$ cat src/hw/mlprs_regs.vh
`ifndef MLPRS_REGS_VH
`define MLPRS_REGS_VH

// Block base, compared against haddr[31:8]
`define MLPRS_BASE_HI        24'h400000

// Register byte offsets within the block
`define MLPRS_OFF_SELF_TEST  8'h20
`define MLPRS_OFF_SYNC_CLR   8'h24
`define MLPRS_OFF_SYNC_STAT  8'h28
`define MLPRS_OFF_RES_CH0    8'h2C
`define MLPRS_OFF_RES_CH1    8'h30
`define MLPRS_OFF_RES_CH2    8'h34
`define MLPRS_OFF_RES_CH3    8'h38
`define MLPRS_OFF_TEST_CTRL  8'h3C
`define MLPRS_OFF_RUN_STAT   8'h40
`define MLPRS_OFF_INT_STAT   8'h44
`define MLPRS_OFF_INT_CLR    8'h48
`define MLPRS_OFF_INT_EN     8'h4C

// Test control fields
`define MLPRS_CTRL_RESET     32'h0FFF0000
`define MLPRS_CTRL_MASK      32'h0FFFFFFF
`define MLPRS_DUR_MSB        15
`define MLPRS_DUR_LSB        0
`define MLPRS_CHSEL_LSB      16
`define MLPRS_LANE_LSB       20
`define MLPRS_DUR_ZERO_MS    16'h000A

// Single-bit field positions
`define MLPRS_START_BIT      0
`define MLPRS_CLR_BIT        0
`define MLPRS_FLAG_BIT       0
`define MLPRS_INT_SYNC       0
`define MLPRS_INT_DONE       1
`define MLPRS_RUN_BIT        0

// Bus transfer size of one whole word
`define MLPRS_HSIZE_WORD     3'b010

// Timing
`define MLPRS_CLK_MHZ        200
`define MLPRS_MS_US          1000
`define MLPRS_CLR_HOLD_NS    500

`endif

$ cat src/hw/mlprs_tick_div.v
`timescale 1ns/1ps
module mlprs_tick_div #(
    parameter DIV = 200000
) (
    input  wire clock_i,
    input  wire rst_i,
    input  wire enable_i,
    output reg  tick_o
);
    localparam [31:0] LAST = DIV - 1;

    reg [31:0] count;

    // Restarts with the enable so every run sees whole milliseconds
    always @(posedge clock_i) begin
        if (rst_i || !enable_i) begin
            count  <= 32'h00000000;
            tick_o <= 1'b0;
        end else if (count == LAST) begin
            count  <= 32'h00000000;
            tick_o <= 1'b1;
        end else begin
            count  <= count + 32'h00000001;
            tick_o <= 1'b0;
        end
    end
endmodule

$ cat src/hw/mlprs_lane_check.v
`timescale 1ns/1ps
module mlprs_lane_check #(
    parameter LANES = 8
) (
    input  wire             clock_i,
    input  wire             rst_i,
    input  wire             start_i,
    input  wire             active_i,
    input  wire             done_i,
    input  wire [LANES-1:0] lane_sel_i,
    input  wire [LANES-1:0] lane_err_i,
    output reg  [LANES-1:0] result_o
);
    reg  [LANES-1:0] fail;
    wire [LANES-1:0] fail_now = fail | (lane_err_i & lane_sel_i);

    // A lane passes only if selected and error-free for the whole run
    always @(posedge clock_i) begin
        if (rst_i) begin
            fail     <= {LANES{1'b0}};
            result_o <= {LANES{1'b0}};
        end else if (start_i) begin
            fail     <= {LANES{1'b0}};
            result_o <= {LANES{1'b0}};
        end else begin
            if (active_i)
                fail <= fail_now;
            if (done_i)
                result_o <= lane_sel_i & ~fail_now;
        end
    end
endmodule

$ cat src/hw/mlprs_top.v
// Local design decisions: the AHB-Lite interface to the registers and the register offsets.
`timescale 1ns/1ps
`include "mlprs_regs.vh"

module mlprs_top #(
    parameter CHANNELS  = 4,
    parameter LANES     = 8,
    parameter MS_CYCLES = `MLPRS_MS_US * `MLPRS_CLK_MHZ
) (
    input  wire                      clock_i,
    input  wire                      rst_i,
    input  wire                      hsel_i,
    input  wire [31:0]               haddr_i,
    input  wire [1:0]                htrans_i,
    input  wire                      hwrite_i,
    input  wire [2:0]                hsize_i,
    input  wire [31:0]               hwdata_i,
    input  wire                      hready_i,
    output reg  [31:0]               hrdata_o,
    output reg                       hreadyout_o,
    output reg                       hresp_o,
    input  wire                      sync_err_i,
    input  wire [CHANNELS*LANES-1:0] lane_err_i,
    output reg                       link_test_running_o,
    output reg  [CHANNELS*LANES-1:0] lane_test_sel_o,
    output reg                       irq_o
);
    // One flat bit per physical lane: bit c*LANES+l is channel c lane l
    localparam NL = CHANNELS * LANES;
    // The run window is ST_RUN alone; results latch the cycle after it closes
    localparam [1:0] ST_IDLE = 2'b00;
    localparam [1:0] ST_RUN  = 2'b01;

    // Input synchronisers; only the second stage is ever read
    reg          sync_s1;
    reg          sync_s2;
    reg [NL-1:0] lane_s1;
    reg [NL-1:0] lane_s2;

    always @(posedge clock_i) begin
        if (rst_i) begin
            sync_s1 <= 1'b0;
            sync_s2 <= 1'b0;
        end else begin
            sync_s1 <= sync_err_i;
            sync_s2 <= sync_s1;
        end
    end

    // Lane errors are independent bits, so per-bit synchronising is safe
    always @(posedge clock_i) begin
        if (rst_i) begin
            lane_s1 <= {NL{1'b0}};
            lane_s2 <= {NL{1'b0}};
        end else begin
            lane_s1 <= lane_err_i;
            lane_s2 <= lane_s1;
        end
    end

    // Bus slave state; a narrow write is dropped rather than merged into a word
    reg        wr_pend;
    reg        rd_pend;
    reg        ph_hit;
    reg        ph_word;
    reg [7:0]  ph_addr;
    wire       accept = hsel_i & htrans_i[1] & hready_i;
    wire       we     = wr_pend & ph_hit & ph_word;

    // Register, interrupt and sequencer state
    reg              sync_error_flag;
    reg              sync_latch_clear_bit;
    reg              start_pulse;
    reg [31:0]       test_ctrl;
    reg [1:0]        int_stat;
    reg [1:0]        int_en;
    reg [1:0]        state;
    reg [15:0]       ms_left;
    reg              done_pulse;
    reg [31:0]       rdata;
    wire [NL-1:0]    result_all;
    wire             ms_tick;

    wire [15:0] lane_test_duration = test_ctrl[`MLPRS_DUR_MSB:`MLPRS_DUR_LSB];
    wire [CHANNELS-1:0] ch_sel = test_ctrl[`MLPRS_CHSEL_LSB +: CHANNELS];
    wire [LANES-1:0]    ln_sel = test_ctrl[`MLPRS_LANE_LSB +: LANES];

    // Start is a strobe with no storage, so the bit can only ever read zero
    wire wr_start = we && (ph_addr == `MLPRS_OFF_SELF_TEST) && hwdata_i[`MLPRS_START_BIT];
    wire [1:0] int_clr = (we && (ph_addr == `MLPRS_OFF_INT_CLR)) ? hwdata_i[1:0] : 2'b00;
    // A held error raises one event, not one per cycle
    wire ev_sync = sync_s2 & ~sync_error_flag & ~sync_latch_clear_bit;
    wire [1:0] next_int_stat = (int_stat & ~int_clr)
                             | {done_pulse, ev_sync};

    // AHB-Lite: writes take no wait state, reads take one
    always @(posedge clock_i) begin
        if (rst_i) begin
            wr_pend     <= 1'b0;
            rd_pend     <= 1'b0;
            ph_hit      <= 1'b0;
            ph_word     <= 1'b0;
            ph_addr     <= 8'h00;
            hreadyout_o <= 1'b1;
            hresp_o     <= 1'b0;
            hrdata_o    <= 32'h00000000;
        end else begin
            hresp_o <= 1'b0;
            if (rd_pend) begin
                hrdata_o    <= rdata;
                hreadyout_o <= 1'b1;
                rd_pend     <= 1'b0;
            end else if (accept) begin
                ph_addr     <= {haddr_i[7:2], 2'b00};
                ph_hit      <= (haddr_i[31:8] == `MLPRS_BASE_HI);
                ph_word     <= (hsize_i == `MLPRS_HSIZE_WORD);
                wr_pend     <= hwrite_i;
                rd_pend     <= ~hwrite_i;
                hreadyout_o <= hwrite_i;
            end else begin
                wr_pend <= 1'b0;
            end
            if (accept && hwrite_i == 1'b0)
                wr_pend <= 1'b0;
        end
    end

    // Register writes; unused bits never stored
    always @(posedge clock_i) begin
        if (rst_i) begin
            sync_latch_clear_bit <= 1'b0;
            test_ctrl            <= `MLPRS_CTRL_RESET;
            int_en               <= 2'b00;
        end else if (we) begin
            case (ph_addr)
                `MLPRS_OFF_SYNC_CLR: begin
                    sync_latch_clear_bit <= hwdata_i[`MLPRS_CLR_BIT];
                end
                `MLPRS_OFF_TEST_CTRL: begin
                    test_ctrl <= hwdata_i & `MLPRS_CTRL_MASK;
                end
                `MLPRS_OFF_INT_EN: begin
                    int_en <= hwdata_i[1:0];
                end
                default: begin
                    int_en <= int_en;
                end
            endcase
        end
    end

    // Sync error flag; clear bit dominates as long as it is held
    always @(posedge clock_i) begin
        if (rst_i)
            sync_error_flag <= 1'b0;
        else if (sync_latch_clear_bit)
            sync_error_flag <= 1'b0;
        else if (sync_s2)
            sync_error_flag <= 1'b1;
    end

    // Interrupt status: a new event wins over a same-cycle clear
    always @(posedge clock_i) begin
        if (rst_i) begin
            int_stat <= 2'b00;
            irq_o    <= 1'b0;
        end else begin
            int_stat <= next_int_stat;
            irq_o    <= |(next_int_stat & int_en);
        end
    end

    // Runs only in ST_RUN, so every run starts on a whole millisecond
    mlprs_tick_div #(
        .DIV (MS_CYCLES)
    ) u_ms_tick (
        .clock_i  (clock_i),
        .rst_i    (rst_i),
        .enable_i (state == ST_RUN),
        .tick_o   (ms_tick)
    );

    // Test sequencer; a start while running is ignored
    always @(posedge clock_i) begin
        if (rst_i) begin
            state               <= ST_IDLE;
            ms_left             <= 16'h0000;
            start_pulse         <= 1'b0;
            done_pulse          <= 1'b0;
            link_test_running_o <= 1'b0;
            lane_test_sel_o     <= {NL{1'b0}};
        end else begin
            start_pulse <= 1'b0;
            done_pulse  <= 1'b0;
            case (state)
                ST_IDLE: begin
                    if (wr_start) begin
                        state               <= ST_RUN;
                        start_pulse         <= 1'b1;
                        link_test_running_o <= 1'b1;
                        lane_test_sel_o     <= lane_map(ch_sel, ln_sel);
                        if (lane_test_duration == 16'h0000)
                            ms_left <= `MLPRS_DUR_ZERO_MS;
                        else
                            ms_left <= lane_test_duration;
                    end
                end
                ST_RUN: begin
                    if (ms_tick) begin
                        if (ms_left == 16'h0001) begin
                            state               <= ST_IDLE;
                            done_pulse          <= 1'b1;
                            link_test_running_o <= 1'b0;
                        end
                        ms_left <= ms_left - 16'h0001;
                    end
                end
                default: begin
                    state <= ST_IDLE;
                end
            endcase
        end
    end

    // Spreads channel and lane enables onto one bit per physical lane
    function [NL-1:0] lane_map;
        input [CHANNELS-1:0] chs;
        input [LANES-1:0]    lns;
        integer c;
        begin
            lane_map = {NL{1'b0}};
            for (c = 0; c < CHANNELS; c = c + 1)
                lane_map[c*LANES +: LANES] = chs[c] ? lns : {LANES{1'b0}};
        end
    endfunction

    // One checker per channel; result clears when a run starts and updates when it ends
    genvar g;
    generate
        for (g = 0; g < CHANNELS; g = g + 1) begin : g_ch
            mlprs_lane_check #(
                .LANES (LANES)
            ) u_check (
                .clock_i    (clock_i),
                .rst_i      (rst_i),
                .start_i    (start_pulse),
                .active_i   (state == ST_RUN),
                .done_i     (done_pulse),
                .lane_sel_i (lane_test_sel_o[g*LANES +: LANES]),
                .lane_err_i (lane_s2[g*LANES +: LANES]),
                .result_o   (result_all[g*LANES +: LANES])
            );
        end
    endgenerate

    // Read mux; start bit, clear register and unmapped space read zero
    always @* begin
        rdata = 32'h00000000;
        if (ph_hit) begin
            case (ph_addr)
                `MLPRS_OFF_SELF_TEST:
                    rdata = 32'h00000000;
                `MLPRS_OFF_SYNC_CLR:
                    rdata = 32'h00000000;
                `MLPRS_OFF_INT_CLR:
                    rdata = 32'h00000000;
                `MLPRS_OFF_SYNC_STAT:
                    rdata[`MLPRS_FLAG_BIT] = sync_error_flag;
                `MLPRS_OFF_RES_CH0:
                    rdata[LANES-1:0] = result_all[0*LANES +: LANES];
                `MLPRS_OFF_RES_CH1:
                    rdata[LANES-1:0] = result_all[1*LANES +: LANES];
                `MLPRS_OFF_RES_CH2:
                    rdata[LANES-1:0] = result_all[2*LANES +: LANES];
                `MLPRS_OFF_RES_CH3:
                    rdata[LANES-1:0] = result_all[3*LANES +: LANES];
                `MLPRS_OFF_TEST_CTRL:
                    rdata = test_ctrl;
                `MLPRS_OFF_RUN_STAT:
                    rdata[`MLPRS_RUN_BIT] = link_test_running_o;
                `MLPRS_OFF_INT_STAT:
                    rdata[1:0] = int_stat;
                `MLPRS_OFF_INT_EN:
                    rdata[1:0] = int_en;
                default:
                    rdata = 32'h00000000;
            endcase
        end
    end
endmodule

$ cat config.mk
export PLATFORM = sky130hd
export DESIGN_NAME = mlprs_top
export DESIGN_NICKNAME = d
export VERILOG_FILES = /design/src/hw/mlprs_tick_div.v /design/src/hw/mlprs_lane_check.v /design/src/hw/mlprs_top.v
export VERILOG_INCLUDE_DIRS = /design/src /design/src/hw
export SDC_FILE = /design/constraint.sdc
export NUM_CORES = 1
export LEC_CHECK = 0
export ABC_AREA = 1
export BUFFER_PORTS_ARGS = -buffer_cell sky130_fd_sc_hd__buf_2
export CELL_PAD_IN_SITES_DETAIL_PLACEMENT = 1
export CELL_PAD_IN_SITES_GLOBAL_PLACEMENT = 2
export CORE_MARGIN = 2
export CORE_UTILIZATION = 33
export DETAILED_ROUTE_END_ITERATION = 16
export PLACE_DENSITY = 0.83
export SLEW_MARGIN = 20
export SYNTH_ARGS = -nofsm -noshare
export SYNTH_HDL_FRONTEND = slang
export SYNTH_HIERARCHICAL = 1
export SYNTH_SLANG_ARGS = --single-unit
$ cat constraint.sdc
create_clock -name clock_i -period 2 [get_ports clock_i]
set_clock_uncertainty 0.2 [all_clocks]
set_input_delay 0.1 -clock clock_i [delete_from_list [all_inputs] [get_ports clock_i]]
set_output_delay 0.1 -clock clock_i [all_outputs]
set_load 0.1 [all_outputs]
* Word level (Yosys, flattened, before mapping)
Index checks and enable logic that the tools add are counted.
** Storage, ports and cells
- Bits in registers :: 294
- Word-level logic and storage cells :: 141
- Output and inout port bits :: 68
** Cells by class
- $add $sub $neg :: 2
- Bitwise gates (word level) :: 34
- Muxes and demuxes :: 26
- Reduce and logical (&&, ||, !) cells :: 26
- Equal/unequal tests :: 20
** Operators by type and width (count)
- AND 8 bit :: 8
- == test 6 x 4 -> 1 bit (second input constant) :: 8
- two-way mux 16 bit :: 3
- adder 32 x 1 -> 32 bit (second input constant) :: 1
- == test 32 x 18 -> 1 bit (second input constant) :: 1
- two-way mux 8 bit :: 4
- NOT 8 bit :: 4
- OR 8 bit :: 4
- case mux 16 bit (2 select lines) :: 1
- case mux 6 bit (5 select lines) :: 1
- two-way mux 28 bit :: 1
- == test 24 x 23 -> 1 bit (second input constant) :: 1
- == test 6 x 5 -> 1 bit (second input constant) :: 4
- two-way mux 20 bit :: 1
- == test 16 x 1 -> 1 bit (second input constant) :: 1
- zero test 16 bit :: 1
- subtractor 16 x 1 -> 16 bit (second input constant) :: 1
- OR reduction 2 bit :: 7
- AND reduction 2 bit :: 5
- case mux 1 bit (9 select lines) :: 1
- two-way mux 2 bit :: 4
- NOT 1 bit :: 8
- two-way mux 1 bit :: 7
- case mux 1 bit (7 select lines) :: 1
- 17 further kinds :: 30

* Depth between registers and ports, before layout
- Word-level depth :: 9
- Gate-level depth with buffers :: 10
- Depth with buffers taken out :: 10

* Modules after synthesis
The synthesis kept the hierarchy.
** By module, submodules not included
- mlprs_top :: sequential area each 3823.7 um^2, cells an instance 951, times used 1, area an instance 7499.7 um^2
- mlprs_lane_check :: sequential area each 320.3 um^2, cells an instance 94, times used 4, area an instance 713.2 um^2
- mlprs_tick_div :: sequential area each 660.6 um^2, cells an instance 303, times used 1, area an instance 1874.3 um^2

* Worst setup path after synthesis
Ideal clock, no wire load.
- Kind :: register to register
- From :: register, netlist name link_test_running_o
- To :: register ms_left[15]
- Data arrival time :: 1.975 ns
- Library setup time :: 0.070 ns
- Path slack :: -0.245 ns
- Period minus slack after synthesis :: 2.245 ns
- Required time :: 1.730 ns
- Cell stages (with the launch flop) :: 7
- Path through :: dfxtp_1 > buf_2 > nand2_1 > buf_1 > a21oi_1 > nand2_1 > a21oi_1
** RTL lines
- to (signal assigned) :: RTL line mlprs_top.v:203 : ms_left <= `MLPRS_DUR_ZERO_MS;
- to (signal assigned) :: RTL line mlprs_top.v:205 : ms_left <= lane_test_duration;
- to (signal assigned) :: RTL line mlprs_top.v:215 : ms_left <= ms_left - 16'h0001;
- to (decl) :: RTL line mlprs_top.v:78 : reg [15:0] ms_left;

==> results.toml <==
[status]
status = "finished clean"

[timing]
hold_viol_final = 0
tightest_slew_ps = 641.6
min_period_ps = 1946
rsz0062_at_grt = "false"
setup_violations = 0
fin_setup_tns_ps = 0
fin_crit_sh_pct = 97.30
slew_viol_final = 0
clock.fmax_mhz = 513.9
slew_headroom_pct = 57.23

[route]
drc = 0
first_iter_violations = 365
vias = 11380
ant_nets = 0
wl_per_cell_um = 16.75
vias_per_cell = 4.780
totalWireLength_um = 39880
first_pass_iters = 4

[clock_network]
cts_tree = "built"
cts_max_path_buffers = 3
cts_root_buf = "clkbuf_16"
cts.htree.levels = 2
path_clk_slew_ps = 60
clk_latency_ps = 520
cts_buffers = 34
cts_sinks = 288

[critical_path]
cp_slowest_cell = "dlygate4sd3_1"
critPathMostFrequentCell = "dlygate4sd3_1"
critPathTopFamily = "buffers and inverters"
critical_path_class = "input port to register"
cp.arrival_ps = 2150
critPathMaxFanout = 2
start_kind = "input port"
worst_ep_required_time_ps = 2210
worstPathBufferInverterCount = 4
slowest_delay_ps = 630
cp_cell_sequence = "dlygate4sd3_1, buf_2, nand4_1, dlygate4sd3_1, nand3_1, dlygate4sd3_1"
cp-end-kind = "register"

[synth]
synth.most_common_cell = "nand2_1"
async_flop_share_pct = 0
synth_area_mm2 = 0.01223
ys_seq_area_share_pct = 47.16
ys_seq_elements = 288
synth_edf_count = 0
dominantRegCellSynth = "dfxtp_1"
postSynthCellCount = 1630
yosys.cell_types.count = 40
synth_largest_area_cell = "dfxtp_1"
synth_common_cells = "330 x nand2_1, 288 x dfxtp_1, 255 x nor2_1"
ys_warn_count = 6
avgSynthCellArea_um2 = 7.501
synth_area_leaders = "dfxtp_1 47%, nand2_1 10%, nor2_1 7.8%"
yosysTopAreaCellShare_pct = 47.16

[global_route]
grt_pass1_vias = 11810
grt_max_degree = 77
grt_pass1_wl_um = 63200
overflow = 0
grt_antenna_before_repair = 1
grt_use_total_pct = 20.80

[placement]
dp.cells = 2228
place_congestion = 0.8427
hpwl_um = 28630
place.port_buffers = 162

[run]
maxCapViolCount = 0

[floorplan]
ios = 175
row_count = 70
die_h_um = 196.5
initial_core_util_pct = 33.48
die_w_um = 196.5
die_area_mm2 = 0.03861
coreArea_mm2 = 0.03652

[layout]
utilization_pct = 42.49
multi_input_area_mm2 = 0.005169
drive_above_1_share_pct = 18.20
nFillCells = 4479
syn_to_final_growth_pct = 26.91
final_cells = 2380
n_antenna_cell = 0
final_nets = 1998
final-seq-area_mm2 = 0.005768

[worst_hold_path]
hold_path_class = "input port to register"

[pwr]
power_density_mw_per_mm2 = 795.0
vdd_drop_max_mv = 0.5088
leakage_nw = 6.749
p_total_w = 0.01234
final cells by class:
cell class | count | area share, %
Sequential cell | 288 | 37.17
Multi-Input combinational cell | 1044 | 33.31
Timing Repair Buffer | 282 | 13.02
Clock buffer | 47 | 6.257
Inverter | 238 | 5.822
Tap cell | 468 | 3.774
Clock inverter | 13 | 0.6451
tightest hold or removal path, stage by stage:
cell,delay [ps]
dlygate4sd3_1,520
buf_2,90
inv_1,30
nor2_1,60
final timing paths:
path                                     start          end  slack, ps  depth (start not counted)
worst max-delay path                  hwrite_i  hreadyout_o         50                          6
worst min-delay path            lane_err_i[30]  lane_s1[30]        110                          4
worst max register to register      ph_addr[5]   ms_left[5]        140                          9
worst min register to register     lane_s1[25]  lane_s2[25]        200                          2
layout by cell type (no fill, tap or decap), types with 4 or more instances in the layout:
cell type	count
nor2_1	254
buf_2	160
nand2_2	9
clkbuf_16	35
o21ai_1	29
buf_4	22
a21oi_2	34
inv_4	4
clkinv_2	7
buf_12	5
clkinv_1	5
xor2_1	6
nor2_2	9
a32o_1	20
dlygate4sd3_1	92
nand4_1	17
dfxtp_1	286
nand3_1	104
o21ai_2	12
clkbuf_8	5
nor2_4	16
o21ai_0	38
o31ai_1	32
inv_2	8
conb_1	5
nand2_1	330
nand2_4	6
clkbuf_1	7
inv_1	221
a21oi_1	92
xnor2_1	11
registers in the layout, indices dropped and copies added (netlist names), 2 cells and up:
name / count
lane_test_sel_o: 32
test_ctrl: 28
lane_s2: 32
int_stat: 2
ph_addr: 6
hrdata_o: 28
lane_s1: 32
int_en: 2
g_ch.u_check/fail: 32
ms_left: 16
u_ms_tick/count: 32
g_ch.u_check/result_o: 32
layer usage:
metal	vias to the layer above	wire (um)	part of all wire (%)	global-route usage [%]
met5	-	0	0	0
met4	0	955	2.4	5.976
met3	61	1284	3.2	2.772
met2	179	19860	50	37.63
met1	5468	17770	45	25.76
li1	5668	-	-	-
metrics by stage:
stage	cell area, um^2	hold slack (ps)	setup WS, ps
final	15520	110.6	54.01
after global routing	15520	116.5	2.028
after CTS	15510	93.94	29.10
after detailed placement	13510	110.9	169.0
after global placement	13510	98.75	197.1
after floorplan	12240	-21.34	120.5
what timing repair did:
action,CTS,global route
hold buffers,92,0
buffers inserted,0,0
hold endpoints to repair,109,0
pin swaps,0,0
resized for setup,1,3
endpoints found under the setup margin,1,4
cells by family (layout without fill, tap and decap cells):
kind of cell	after synthesis	count (layout)	synth area share, %
simple gates	757	757	26.86
flops	288	288	47.16
fa+ha+maj	3	3	0.3070
buf+inv	302	580	10.71
other cells	1	5	0.03067
compound gates	262	262	13.71
xor+xnor	17	17	1.218
power breakdown:
group / switching (W) / internal, W
Combinational: 0.000321 / 0.000264
Sequential: 0.0000370 / 0.00581
Clock: 0.00248 / 0.00342
Note: power is estimated with default switching activity, not from simulation.
